## src/ipp_defs.svh

```systemverilog
`ifndef IPP_DEFS_SVH
`define IPP_DEFS_SVH

// ----------------------------------------
// Widths, stage count, FIFO depth and reset values
// ----------------------------------------
`define IPP_WORD_W 16
`define IPP_LONG_W 32
`define IPP_STAGES 3
`define IPP_FIFO_DEPTH 4
`define IPP_RST_WORD 16'h0000
`define IPP_RST_LONG 32'h0000_0000
`define IPP_RST_ADDR 31'h0000_0000

`endif

```

## src/ipp_pkg.sv

```systemverilog
`include "ipp_defs.svh"

package ipp_pkg;

  // ----------------------------------------
  // Types
  // ----------------------------------------
  // One pipe stage: word, valid, abnormal-termination flag
  typedef struct packed {
    logic [15:0] word;
    logic valid;
    logic fault;
  } ipp_stage_t;

  // Prefetch request from the sequencer; address is in long-word units plus odd bit
  typedef struct packed {
    logic [30:0] longAddr;
    logic oddWord;
  } ipp_req_t;

  // Long word returned by cache or bus, with fault flag
  typedef struct packed {
    logic [31:0] data;
    logic fault;
  } ipp_fill_t;

  typedef enum logic [1:0] {
    IPP_IDLE,
    IPP_WAIT
  } ipp_fsm_t;

endpackage

```

## src/ipp_fifo.sv

```systemverilog
`timescale 1ns/1ps

// ----------------------------------------
// Small synchronous FIFO with valid/ready on both sides
// ----------------------------------------
module ipp_fifo #(
  parameter int WIDTH = 17,
  parameter int DEPTH = 4
) (
  input wire logic clk,
  input wire logic rst,
  input wire logic [WIDTH-1:0] inData,
  input wire logic inValid,
  output logic inReady,
  output logic [WIDTH-1:0] outData,
  output logic outValid,
  input wire logic outReady
);
  localparam int AW = $clog2(DEPTH);

  typedef struct packed {
    logic [AW-1:0] rdPtr;
    logic [AW-1:0] wrPtr;
    logic [AW:0] count;
  } fifo_state_t;

  fifo_state_t st_q;
  fifo_state_t st_d;
  logic [WIDTH-1:0] mem [DEPTH];
  logic doWrite;
  logic doRead;

  initial begin
    if (DEPTH < 2 || (1 << AW) != DEPTH) begin
      $error("ipp_fifo: DEPTH must be a power of two, at least 2");
    end
  end

  assign inReady = (st_q.count != DEPTH[AW:0]);
  assign outValid = (st_q.count != '0);
  assign outData = mem[st_q.rdPtr];
  assign doWrite = inValid && inReady;
  assign doRead = outValid && outReady;

  // Pointer and count update
  always_comb begin
    st_d = st_q;
    if (doWrite) begin
      st_d.wrPtr = st_q.wrPtr + 1'b1;
    end
    if (doRead) begin
      st_d.rdPtr = st_q.rdPtr + 1'b1;
    end
    if (doWrite && !doRead) begin
      st_d.count = st_q.count + 1'b1;
    end else if (doRead && !doWrite) begin
      st_d.count = st_q.count - 1'b1;
    end
  end

  always_ff @(posedge clk) begin
    if (rst) begin
      st_q <= '0;
    end else begin
      st_q <= st_d;
    end
  end

  // Storage
  always_ff @(posedge clk) begin
    if (doWrite) begin
      mem[st_q.wrPtr] <= inData;
    end
  end
endmodule

```

## src/ipp_prefetch_pipe.sv

```systemverilog
`timescale 1ns/1ps
`include "ipp_defs.svh"

module ipp_prefetch_pipe
  import ipp_pkg::*;
#(
  parameter int FIFO_DEPTH = `IPP_FIFO_DEPTH
) (
  input wire logic clk,
  input wire logic rst,
  // Sequencer side
  input wire logic reqValid,
  input wire ipp_req_t req,
  input wire logic icacheEnable,
  input wire logic consumeD,
  input wire logic flushPipe,
  input wire logic [2:0] invalidateStage,
  output logic reqBusy,
  output ipp_stage_t stageB,
  output ipp_stage_t stageC,
  output ipp_stage_t stageD,
  output logic decodedValid,
  output logic [15:0] decodedWord,
  output logic decodedFault,
  // Instruction cache side
  output logic icacheLookup,
  output ipp_req_t icacheReq,
  input wire logic icacheHit,
  input wire ipp_fill_t icacheFill,
  // Bus controller side
  output logic busStart,
  output ipp_req_t busReq,
  output logic busAbort,
  input wire logic busDone,
  input wire ipp_fill_t busFill
);
  initial begin
    if (FIFO_DEPTH < 2) begin
      $error("ipp_prefetch_pipe: FIFO_DEPTH must be at least 2");
    end
  end

  // ----------------------------------------
  // State
  // ----------------------------------------
  typedef struct packed {
    ipp_fsm_t fsm;
    logic [31:0] holdData;
    logic holdFault;
    logic holdValid;
    logic [30:0] holdAddr;
    logic oddPending;
    ipp_stage_t b;
    ipp_stage_t c;
    ipp_stage_t d;
    logic icacheLookup;
    ipp_req_t icacheReq;
    logic busStart;
    ipp_req_t busReq;
    logic busAbort;
    logic reqBusy;
  } ipp_state_t;

  ipp_state_t st_q;
  ipp_state_t st_d;

  // Words headed for stage B pass through the FIFO
  logic [16:0] fifoInData;
  logic fifoInValid;
  logic fifoInReady;
  logic [16:0] fifoOutData;
  logic fifoOutValid;
  logic fifoOutReady;

  // Compare request against holding register
  function automatic logic holdHit(input ipp_req_t r, input logic hv, input logic [30:0] ha);
    holdHit = hv && (r.longAddr == ha);
  endfunction

  // Pick high or low half of a long word
  function automatic logic [15:0] pickHalf(input logic [31:0] lw, input logic odd);
    pickHalf = odd ? lw[15:0] : lw[31:16];
  endfunction

  ipp_fifo #(
    .WIDTH(17),
    .DEPTH(FIFO_DEPTH)
  ) u_fifo (
    .clk(clk),
    .rst(rst),
    .inData(fifoInData),
    .inValid(fifoInValid),
    .inReady(fifoInReady),
    .outData(fifoOutData),
    .outValid(fifoOutValid),
    .outReady(fifoOutReady)
  );

  // ----------------------------------------
  // Next state
  // ----------------------------------------
  logic fillArrive;
  ipp_fill_t fillNow;
  logic hitNow;
  logic vacD;
  logic vacC;
  logic moveCD;
  logic moveBC;
  logic loadB;

  always_comb begin
    st_d = st_q;
    fifoInData = '0;
    fifoInValid = 1'b0;
    fillNow = '0;
    fillArrive = 1'b0;
    // One-cycle strobes drop by default
    st_d.icacheLookup = 1'b0;
    st_d.busStart = 1'b0;
    st_d.busAbort = 1'b0;

    hitNow = holdHit(req, st_q.holdValid, st_q.holdAddr);

    vacD = consumeD && st_q.d.valid;
    // advance only into empty or vacating stage
    moveCD = st_q.c.valid && (!st_q.d.valid || vacD);
    vacC = moveCD;
    moveBC = st_q.b.valid && (!st_q.c.valid || vacC);
    loadB = fifoOutValid && (!st_q.b.valid || moveBC);
    fifoOutReady = loadB && !flushPipe;

    // shift B to C to D
    if (vacD) begin
      st_d.d.valid = 1'b0;
    end
    if (moveCD) begin
      st_d.d = st_q.c;
      st_d.c.valid = 1'b0;
    end
    if (moveBC) begin
      st_d.c = st_q.b;
      st_d.b.valid = 1'b0;
    end
    if (loadB) begin
      st_d.b.word = fifoOutData[16:1];
      st_d.b.fault = fifoOutData[0];
      st_d.b.valid = 1'b1;
    end

    if (invalidateStage[0]) begin
      st_d.b.valid = 1'b0;
    end
    if (invalidateStage[1]) begin
      st_d.c.valid = 1'b0;
    end
    if (invalidateStage[2]) begin
      st_d.d.valid = 1'b0;
    end

    unique case (st_q.fsm)
      IPP_IDLE: begin
        if (reqValid && fifoInReady && !flushPipe) begin
          // present to all three at once
          st_d.icacheLookup = icacheEnable;
          st_d.icacheReq = req;
          st_d.busStart = 1'b1;
          st_d.busReq = req;
          if (hitNow) begin
            // abort the bus cycle just issued
            st_d.busAbort = 1'b1;
            fifoInData = {pickHalf(st_q.holdData, req.oddWord), st_q.holdFault};
            fifoInValid = 1'b1;
          end else begin
            st_d.fsm = IPP_WAIT;
            st_d.reqBusy = 1'b1;
            st_d.oddPending = req.oddWord;
            st_d.holdAddr = req.longAddr;
            st_d.holdValid = 1'b0;
          end
        end
      end
      IPP_WAIT: begin
        if (icacheHit && st_q.icacheLookup) begin
          fillNow = icacheFill;
          fillArrive = 1'b1;
        end else if (busDone) begin
          fillNow = busFill;
          fillArrive = 1'b1;
        end
        if (fillArrive) begin
          st_d.holdData = fillNow.data;
          st_d.holdFault = fillNow.fault;
          st_d.holdValid = 1'b1;
          // even request gives high half to B
          fifoInData = {pickHalf(fillNow.data, st_q.oddPending), fillNow.fault};
          fifoInValid = 1'b1;
          st_d.fsm = IPP_IDLE;
          st_d.reqBusy = 1'b0;
          if (icacheHit && st_q.icacheLookup) begin
            st_d.busAbort = 1'b1;
          end
        end
      end
    endcase

    // Flush empties stages; holding register stays for reuse
    if (flushPipe) begin
      st_d.b.valid = 1'b0;
      st_d.c.valid = 1'b0;
      st_d.d.valid = 1'b0;
    end
  end

  // ----------------------------------------
  // Registers
  // ----------------------------------------
  always_ff @(posedge clk) begin
    if (rst) begin
      st_q <= '0;
      st_q.fsm <= IPP_IDLE;
    end else begin
      st_q <= st_d;
    end
  end

  // ----------------------------------------
  // Outputs, all from flip-flops
  // ----------------------------------------
  assign reqBusy = st_q.reqBusy;
  assign stageB = st_q.b;
  assign stageC = st_q.c;
  assign stageD = st_q.d;
  assign decodedValid = st_q.d.valid;
  assign decodedWord = st_q.d.word;
  assign decodedFault = st_q.d.fault;
  assign icacheLookup = st_q.icacheLookup;
  assign icacheReq = st_q.icacheReq;
  assign busStart = st_q.busStart;
  assign busReq = st_q.busReq;
  assign busAbort = st_q.busAbort;
endmodule

```

## config.mk

```make
export PLATFORM = sky130hd
export DESIGN_NAME = ipp_prefetch_pipe
export DESIGN_NICKNAME = d
export VERILOG_FILES = /design/src/ipp_pkg.sv /design/src/ipp_fifo.sv /design/src/ipp_prefetch_pipe.sv
export VERILOG_INCLUDE_DIRS = /design/src
export SDC_FILE = /design/constraint.sdc
export NUM_CORES = 1
export LEC_CHECK = 0
export ABC_CLOCK_PERIOD_IN_PS = 3300
export BUFFER_PORTS_ARGS = -buffer_cell sky130_fd_sc_hd__buf_2
export CAP_MARGIN = 20
export CORE_UTILIZATION = 54
export CTS_CLUSTER_SIZE = 20
export DETAILED_ROUTE_END_ITERATION = 8
export PLACE_DENSITY = 0.8
export SYNTH_ARGS = -nofsm -noshare
export SYNTH_HDL_FRONTEND = slang
export SYNTH_SLANG_ARGS = --single-unit
```

## constraint.sdc

```tcl
create_clock -name clk -period 3.3 [get_ports clk]
set_input_delay 0.165 -clock clk [delete_from_list [all_inputs] [get_ports clk]]
set_output_delay 0.165 -clock clk [all_outputs]
set_load 0.01 [all_outputs]
```

==> run metrics, run 1 <==
outcome=finished, final reports clean; final wirelength=about 24000 um; clk root buf=clkbuf_16; period utilization=0.8653; Final setup viols=0; Core Region=approximately 0.02 mm^2; Top Ports=249; vias=approximately 8400; commonest non-fill, non-tap cell in the layout=buf_2; leak pwr=slightly above 5 nW; WHS=0.03067 ns; Post-Syn Area=around 0.011 mm^2; antenna viol nets, final=0; Layout area overhead=15.96%; TritonCTS Buffers=24; RSZ-0062 raised after global routing=no; Initial Util=0.5551; clk sinks=roughly 230; Post-CTS Resized=0; yosys warns=0; synthesized flop and latch total=roughly 230; row count=approximately 50; Fin Setup TNS=0 ns; CTS tree=yes; endpoint class of the critical path=register; Worst Setup Path Type=primary input to register; Max-slew headroom=0.4059; Final nets=between 1000 and 1500; sequential fraction of the synthesis area=0.4934; Hold Path Class=primary input to register; clock slew at reported path FFs=roughly 0.060 ns; CP required=around 3.7 ns; Worst-Margin Slew=~0.89 ns; post-synth top area cell=dfxtp_1; GRT overflow=0; DR DRC count=0; dpl cells=~1500; Slew Viols, Final=0; Die Y=~140 um; commonest non-fill, non-tap cells in the layout=247 x buf_2, 195 x nand2_1, 166 x dfxtp_1, 151 x a21oi_1, 68 x edfxtp_1; Max-cap violations=0; die area=0.02071 mm^2; share of layout cells above drive strength 1=0.2529; Final Hold Fails=0; non-filler instance count after layout=roughly 1600; CTS H-Tree Depth=1; vias per cell=about 5.3; Netlist cell types=between 40 and 50; CP max FO=7; Period minus WS final=around 2.9 ns; pin count of the biggest net entering global routing=85; Mapped Cells=1156; drt initial violations=between 400 and 500; first-pass GRT wire length=37930 um; Clk Latency, worst-skew pair=approximately 0.52 ns; vias in the first global route=7603; startpoint type of the worst setup path=primary input; Detailed Place HPWL=15350 um; Avg WL per Cell=~15 um; clock skew=approximately 0.022 ns; Pwr Density=624.7 mW/mm^2; Critical Path AT=between 3 and 4 ns; routability cong.=~0.8; Peak VDD IR=320.0 uV; DRT Pass-1 Iters=5; Fmax=~0.35 GHz; worst-case clock buffer depth=3; Syn Nets=1271; initial antenna violation count=1; Avg Inst Size Synth=about 9.4 um^2; IO buf count=248; Synth top area share=0.3056; Die Wd=approximately 140 um; GRT Util Overall=0.2313; setup bufs post-CTS=0; top cells by area, synth=dfxtp_1 31%, edfxtp_1 19%, buf_4 9.3%, a21oi_1 6.9%, nand2_1 6.7%
-- what timing repair did --
| action | 4_1_cts | 5_1_grt |
|---|---|---|
| endpoints found under the setup margin | 0 | 0 |
| hold buffers | 54 | 0 |
| hold endpoints to repair | 81 | 0 |
-- final timing paths --
path,from,to,slack (ns),cells past startpoint
setup / recovery,req[4],u_fifo.st_q[2],0.44,14
hold / removal,icacheFill[2],st_q[157],0.03,3
setup reg to reg,st_q[130],u_fifo.st_q[2],0.50,12
hold reg to reg,stageB[11],stageC[11],0.46,2
-- power by group --
| group | total (mW) | internal [mW] | switching [mW] | leakage (nW) |
|---|---|---|---|---|
| Clock | 2.78 | 1.68 | 1.10 | 0.397 |
| Combinational | 1.67 | 0.711 | 0.960 | 2.67 |
| Sequential | 3.42 | 3.22 | 0.202 | 1.99 |
-- registers in the layout, indices dropped and copies added (netlist names), named ones only --
register and cells:
u_fifo.mem 68, st_q 67, busReq 32, stageB 18, stageC 18, decodedWord 16, u_fifo.st_q 7, busAbort 1
busStart 1, decodedFault 1, decodedValid 1, icacheLookup 1, reqBusy 1
-- through the flow --
stage               power, mW  setup WS, ns  area (um^2)    util
global placement        5.055        0.5499        11240  0.5736
finish                  7.877        0.4445        12610  0.6437
CTS                     7.929        0.4756        12590  0.6428
global route            8.272        0.2694        12610  0.6437
floorplan               4.771        0.5651        10870       -
detailed placement      5.096        0.5067        11240  0.5736
-- logic make-up after synthesis --
family | synth area share
DFF | 0.4934
xor gates and xnor gates | 0.02255
AOI/OAI and AO/OA | 0.1369
and+or+nand+nor | 0.1573
adders and majority gates | 0.007594
muxes | 0.05316
buffers and inverters | 0.1291
-- critical path, stage by stage --
cell	delay, ns
dlygate4sd3_1	0.56
buf_2	0.15
nor2b_1	0.12
a2111o_1	0.41
nor4_2	0.19
and4_4	0.29
a21boi_4	0.09
inv_1	0.07
ha_1	0.17
inv_1	0.06
fa_1	0.37
xor2_1	0.18
or3_1	0.30
a21oi_1	0.14
-- cell usage after synthesis, drive strengths merged --
| cell type | n |
|---|---|
| nor3 | 19 |
| nand3 | 3 |
| mux4 | 17 |
| dfxtp | 166 |
| mux2 | 1 |
| ha | 5 |
| nor2b | 14 |
| o22ai | 2 |
| nor2 | 47 |
| nand2b | 7 |
| buf | 155 |
| a2111oi | 2 |
| fa | 1 |
| xnor2 | 25 |
| and4 | 2 |
| nand3b | 30 |
| a21boi | 1 |
| a2111o | 2 |
| mux2i | 18 |
| nand2 | 196 |
| a211oi | 49 |
| clkbuf | 61 |
| nand4 | 5 |
| xor2 | 3 |
| and3 | 33 |
| o21ai | 52 |
| a21oi | 151 |
| and2b | 2 |
| edfxtp | 68 |
| and2 | 3 |
| nor4 | 3 |
| inv | 10 |
| or3 | 1 |
| o31ai | 2 |
-- cell type report --
type	instances	area, um^2
clock buffer	31	636.9
clock inverter	13	177.7
multi-input combinational	696	4119
fill	1553	6980
sequential	234	5365
tap	265	331.6
timing repair buffer	321	1939
antenna	1	2.502
inverter	10	37.54
-- per-layer routing --
layer / global-route usage / share of wire / wire length [um]
met4: 0.07727 / 0.024 / 573
met5: 0 / 0 / 0
met3: 0.03166 / 0.064 / 1540
met1: 0.3152 / 0.45 / 10790
met2: 0.3781 / 0.46 / 11180
No activity file was read; power rests on OpenSTA's default activity.
==> run 2, diff against run 1 <==
--- a/config.mk
+++ b/config.mk
@@ -12,7 +12,8 @@
 export CORE_UTILIZATION = 54
 export CTS_CLUSTER_SIZE = 20
 export DETAILED_ROUTE_END_ITERATION = 8
-export PLACE_DENSITY = 0.8
+export PLACE_DENSITY_LB_ADDON = 0.15
+export SLEW_MARGIN = 40
 export SYNTH_ARGS = -nofsm -noshare
 export SYNTH_HDL_FRONTEND = slang
 export SYNTH_SLANG_ARGS = --single-unit
==> run metrics, run 2 (synthesis results as in run 1) <==
endpoint class of the critical path=register; Met1 Wirelength=11410 um (+5.7%); Internal Power=5.433 mW (-3.3%); Placement Cell Area=0.01123 mm^2 (about the same); Layout Cell Area excl Fill=0.01251 mm^2 (-0.82%); highest routed metal layer=met4; Layout area overhead=15.00%; die area=0.02071 mm^2 (unchanged); Top Ports=249 (unchanged); clk root buf=clkbuf_16; Fmax=0.3502 GHz (about the same); crit-path cells=dlygate4sd3_1 > buf_2 > nor2b_1 > a2111o_1 > a2111oi_4 > and4_4 > a21boi_4 > inv_1 > ha_1 > inv_1 > fa_1 > xor2_1 > or3_1 > a21oi_1; setup bufs post-CTS=0 (unchanged); met3 wire len=1331 um (-14%); outcome=finished, final reports clean; Clk Latency, worst-skew pair=0.51 ns (about the same); vias per cell=5.169 (-2.9%); Avg WL per Cell=14.80 um (-3.5%); Net Sw Power=2.188 mW (-3.2%); Final nets=1397 (-0.36%); DR WL met2=10010 um (-11%); pin count of the biggest net entering global routing=86 (+1.2%); Initial Util=0.5551 (unchanged); Fill cells=1685 (+8.5%); antenna viol nets, final=0 (unchanged); Post-CTS Resized=0 (unchanged); IO buf count=248 (unchanged); Fin Setup TNS=0 ns (unchanged); share of layout cells above drive strength 1=0.2504 (-0.002488); initial antenna violation count=1 (unchanged); most frequent CP cell=inv_1; Seq pwr share=0.451 (+0.016); post-cts hold buffer count=52 (-3.7%); CP max stage cell=dlygate4sd3_1; final wirelength=23140 um (-3.9%); drt initial violations=472 (-3.9%); commonest non-fill, non-tap cell in the layout=buf_2; period utilization=0.8654 (about the same); Worst Setup Path Type=primary input to register; Max-cap violations=0 (unchanged); leak pwr=5.007 nW (-1.0%); Max-slew headroom=0.5494 (+0.1435); Final setup viols=0 (unchanged); max reg flops=68 (unchanged); Die Wd=143.9 um (unchanged); worst-case clock buffer depth=3 (unchanged); first-pass GRT wire length=36890 um (-2.7%); Period minus WS final=2.856 ns (+0.0002020 ns); startpoint type of the worst setup path=primary input; TritonCTS Buffers=24 (unchanged); sequential cell area=0.005366 mm^2 (about the same); Switching Fraction=0.2871 (about the same); GRT overflow=0 (unchanged); Largest Register=u_fifo.mem; CP required=3.74 ns (about the same); GRT Util Overall=0.2216 (-0.009682); Detailed Place HPWL=15080 um (-1.7%); CTS H-Tree Depth=1 (unchanged); part of the power in the clock network=0.334 (-0.019); clock slew at reported path FFs=0.06 ns (about the same); clock skew=0.01437 ns (-0.007721 ns); CP max FO=7 (unchanged); Slew Viols, Final=0 (unchanged); vias in the first global route=7315 (-3.8%); commonest non-fill, non-tap cells in the layout=247 x buf_2, 194 x nand2_1, 165 x dfxtp_1, 151 x a21oi_1, 68 x edfxtp_1; routability cong.=0.8001 (+0.57%); Pwr Density=609.4 mW/mm^2 (-2.4%); Worst-Margin Slew=0.6759 ns (-0.2141 ns); Die Y=143.9 um (unchanged); DR DRC count=0 (unchanged); clk sinks=234 (unchanged); Final Hold Fails=0 (unchanged); Peak VDD IR=394.4 uV (+23%); Core Region=0.01959 mm^2 (unchanged); CTS tree=yes; critical path's largest stage delay=0.55 ns (about the same); vias=8084 (-3.3%); DRT Pass-1 Iters=5 (unchanged); RSZ-0062 raised after global routing=no; row count=51 (unchanged); combinational share of power=0.215 (+0.003); Hold Path Class=primary input to register; area of the multi-input gates=0.004123 mm^2 (about the same); Critical Path AT=3.30 ns (+0.02 ns)
run 2: cell type report:
| type | instances | share of cell area |
|---|---|---|
| Multi-Input combinational cell | 696 | 0.3297 |
| Inverter | 10 | 0.003002 |
| Timing Repair Buffer | 316 | 0.1520 |
| Antenna cell | 1 | 0.0002001 |
| Tap cell | 265 | 0.02651 |
| Clock buffer | 37 | 0.05773 |
| Sequential cell | 234 | 0.4291 |
| Clock inverter | 5 | 0.001801 |
run 2: path summary, 6_finish.rpt:
kind | slack (ns) | endpoint | start | cells past startpoint
min reg2reg | 0.46 | busReq[2] | busReq[2] | 2
max | 0.44 | u_fifo.st_q[2] | req[8] | 14
max reg2reg | 0.51 | u_fifo.st_q[2] | st_q[144] | 12
min | 0.05 | st_q[177] | icacheFill[22] | 3
run 2: per-layer routing:
layer  GRT usage  vias to the layer above
met4     0.05879                        0
li1            -                     4109
met1      0.3358                     3682
met5           0                        -
met2      0.3313                      256
met3     0.02766                       37
run 2: power groups by stage:
stage | clock [mW] | combinational, mW | sequential, mW
detailed placement | 0 | 1.60 | 3.50
global placement | 0 | 1.57 | 3.49
finish | 2.54 | 1.64 | 3.44
global route | 2.71 | 1.84 | 3.48
CTS | 2.60 | 1.65 | 3.44
floorplan | 0 | 1.35 | 3.42
run 2: worst max-delay path, delay by kind of cell:
| family | cells | cell delay [ns] |
|---|---|---|
| compound gates | 4 | 0.86 |
| xor+xnor | 1 | 0.18 |
| fa+ha+maj | 2 | 0.55 |
| buf+inv | 4 | 0.81 |
| simple gates | 3 | 0.72 |
run 2: metrics by stage:
| step | power (mW) | std cells | utilization | worst slack, ns | hold slack [ns] |
|---|---|---|---|---|---|
| 2_1_floorplan | 4.771 | 1156 | - | 0.5651 | 0.2414 |
| 3_3_place_gp | 5.068 | 1469 | 0.5734 | 0.5671 | 0.3313 |
| 3_5_place_dp | 5.105 | 1469 | 0.5735 | 0.5046 | 0.3319 |
| 4_1_cts | 7.693 | 1563 | 0.6381 | 0.4798 | 0.03548 |
| 5_1_grt | 8.032 | 1564 | 0.6384 | 0.2430 | 0.05462 |
| 6_report | 7.621 | 1564 | 0.6384 | 0.4443 | 0.04991 |
==> run 3, diff against run 2 <==
--- a/config.mk
+++ b/config.mk
@@ -6,10 +6,11 @@
 export SDC_FILE = /design/constraint.sdc
 export NUM_CORES = 1
 export LEC_CHECK = 0
+export ABC_AREA = 1
 export ABC_CLOCK_PERIOD_IN_PS = 3300
 export BUFFER_PORTS_ARGS = -buffer_cell sky130_fd_sc_hd__buf_2
 export CAP_MARGIN = 20
-export CORE_UTILIZATION = 54
+export CORE_UTILIZATION = 55
 export CTS_CLUSTER_SIZE = 20
 export DETAILED_ROUTE_END_ITERATION = 8
 export PLACE_DENSITY_LB_ADDON = 0.15
==> run metrics, run 3 <==
Avg Inst Size Synth=7.880 um^2 (-16%); yosys warns=0 (unchanged); Syn Nets=1526 (+20%); initial antenna violation count=0 (-1); Top Ports=249 (unchanged); Inserted Diodes=0 (-1); Net Sw Power=2.527 mW (+15%); outcome=finished, final reports clean; Fill cells=1714 (+1.7%); vias=9278 (+15%); Internal Power=5.807 mW (+6.9%); synth cell count leaders=286 x nor2_1, 198 x nand2_1, 190 x o21ai_0, 166 x dfxtp_1, 134 x buf_4; commonest non-fill, non-tap cell in the layout=nor2_1; clock slew at reported path FFs=0.06 ns (about the same); endpoint class of the critical path=register; Pwr Density=642.1 mW/mm^2 (+5.4%); first-pass GRT wire length=42460 um (+15%); post-synth top area cell=dfxtp_1; Mapped Cells=1411 (+22%); TritonCTS Buffers=25 (+4.2%); Largest Register=u_fifo.mem; Max-cap violations=0 (unchanged); part of the power in the clock network=0.361 (+0.027); drt initial violations=552 (+17%); Final setup viols=0 (unchanged); leak pwr=5.779 nW (+15%); routability cong.=0.8827 (+10%); antenna viol nets, final=0 (unchanged); max reg flops=68 (unchanged); Fmax=0.3818 GHz (+9.0%); worst-case clock buffer depth=3 (unchanged); Seq pwr share=0.422 (-0.029); row count=51 (unchanged); vias in the first global route=8599 (+18%); commonest non-fill, non-tap cells in the layout=286 x nor2_1, 248 x buf_2, 198 x nand2_1, 190 x o21ai_0, 165 x dfxtp_1; RSZ-0062 raised after global routing=no; Final Util=0.6604 (+0.02199); clk sinks=234 (unchanged); Max-slew headroom=0.4255 (-0.1239); Core Region=0.01965 mm^2 (+0.33%); Die Wd=144.2 um (+0.19%); combinational share of power=0.217 (+0.002); final wirelength=26880 um (+16%); clk root buf=clkbuf_16; top cells by area, synth=dfxtp_1 30%, edfxtp_1 18%, nor2_1 9.7%, buf_4 9.0%, o21ai_0 8.6%; GRT overflow=0 (unchanged); Period minus WS final=2.619 ns (-0.2364 ns); DR DRC count=0 (unchanged); pin count of the biggest net entering global routing=72 (-16%); share of layout cells above drive strength 1=0.2008 (-0.04962); IO buf count=248 (unchanged); Layout area overhead=16.73%; Die Y=144.2 um (+0.19%); GRT Util Overall=0.2595 (+0.03785); Post-Syn Area=0.01112 mm^2 (+2.2%); Critical Path AT=3.07 ns (-0.23 ns); Final Hold Fails=0 (unchanged); Detailed Place HPWL=17710 um (+17%); vias per cell=5.045 (-2.4%); CP max FO=20 (+13); CTS tree=yes; Peak VDD IR=366.6 uV (-7.1%); ys async rst share=0 (unchanged); area of the multi-input gates=0.004001 mm^2 (-2.9%); DRT Pass-1 Iters=5 (unchanged); period utilization=0.7937 (-0.07164); Slew Viols, Final=0 (unchanged); synthesized flop and latch total=234 (unchanged); startpoint type of the worst setup path=register; Switching Fraction=0.3032 (+0.01611); sequential fraction of the synthesis area=0.4826 (-0.01083); Worst Setup Path Type=register to register; Clk Latency, worst-skew pair=0.53 ns (+0.02 ns); Fin Setup TNS=0 ns (unchanged); die area=0.02079 mm^2 (+0.38%); Worst-Margin Slew=0.8527 ns (+0.1769 ns); Initial Util=0.5657 (+0.01061); number of flops mapped to enable cells by yosys=68 (unchanged); Synth top area share=0.2989 (-0.006706); Avg WL per Cell=14.62 um (-1.2%); prevailing post-synth register cell=dfxtp_1; clock skew=0.01958 ns (+0.005205 ns); sequential cell area=0.005366 mm^2 (unchanged); CP required=3.75 ns (about the same); CTS H-Tree Depth=1 (unchanged); Hold Path Class=primary input to register; top-count cell post-synth=nor2_1; Final nets=1670 (+20%); Netlist cell types=31 (-33%)
[run 3: changes by cell type in the layout (fill, tap and decap cells not counted), sizes merged, moves of 8 or more]
| cell | previous run | this run |
|---|---|---|
| nor2 | 47 | 287 |
| o21ai | 52 | 210 |
| inv | 10 | 101 |
| a21oi | 151 | 62 |
| and3 | 33 | 0 |
| nand3b | 30 | 0 |
| a211oi | 49 | 28 |
| nor3 | 19 | 0 |
| a31oi | 0 | 17 |
| mux4 | 17 | 0 |
| xnor2 | 25 | 9 |
| nor2b | 14 | 0 |
| nand3 | 3 | 11 |
[run 3: logic make-up (layout without fill, tap and decap cells)]
| kind of cell | after synthesis | in the layout | synth area share |
|---|---|---|---|
| and+or+nand+nor | 513 | 513 | 0.1790 |
| DFF | 234 | 234 | 0.4826 |
| muxes | 16 | 16 | 0.01440 |
| xor gates and xnor gates | 9 | 9 | 0.007090 |
| AOI/OAI and AO/OA | 318 | 318 | 0.1519 |
| adders and majority gates | 6 | 6 | 0.007427 |
| buffers and inverters | 315 | 478 | 0.1576 |
[run 3: final cells by class]
class / instances / share of cell area
clock inverters: 12 / 0.01562
inverters: 106 / 0.03085
multi-input cells: 862 / 0.3083
repair buffers: 326 / 0.1531
well taps: 265 / 0.02555
clock buffers: 34 / 0.05312
flip-flops and latches: 234 / 0.4135
[run 3: stage by stage]
stage,setup slack (ns),power (mW),area [um^2],hold WS (ns),instances
after floorplan,0.9650,4.990,11120,0.2435,1411
after global placement,0.8054,5.268,11490,0.3417,1734
after detailed placement,0.7420,5.310,11500,0.3427,1734
after CTS,0.6921,8.383,12980,0.002268,1839
after global routing,0.4177,8.798,12980,0.03312,1839
final,0.6807,8.334,12980,0.007658,1839
[run 3: what timing repair did]
item,in CTS,in global routing
hold buffers,59,0
hold endpoints to repair,87,0
setup buffers,0,0
gates resized for setup,0,0
[run 3: power groups by stage]
stage	Clock, mW	Combinational, mW	Sequential [mW]
2_1_floorplan	0	1.51	3.48
3_5_place_dp	0	1.74	3.57
4_1_cts	3.07	1.80	3.51
3_3_place_gp	0	1.71	3.56
6_report	3.01	1.81	3.51
5_1_grt	3.19	2.05	3.56
[run 3: worst max-delay path, cell delays in order, from the launching register on]
cell and delay (ns):
dfxtp_1 0.32, xnor2_1 0.32, nand3_1 0.12, nor2_1 0.13
nand2_1 0.06, nor2_1 0.13, nand3_1 0.10, buf_4 0.22
nand2_2 0.11, ha_1 0.14, inv_1 0.07, fa_1 0.39
nor2_1 0.11, nor2_1 0.05, nand2_1 0.08, o21ai_0 0.07
a21oi_1 0.12
[run 3: worst paths after layout]
kind                       start             end  slack [ns]  cells past startpoint
setup / recovery       st_q[137]  u_fifo.st_q[2]        0.68                     16
hold / removal    icacheFill[18]       st_q[173]       0.008                      3
setup reg to reg       st_q[137]  u_fifo.st_q[2]        0.68                     16
hold reg to reg        st_q[154]       st_q[154]        0.47                      2
[run 3: routing by layer]
layer  share of wire  global-route usage
met5               0                   0
met4           0.016             0.06482
met3           0.060             0.03940
met2            0.48              0.4582
met1            0.44              0.3316
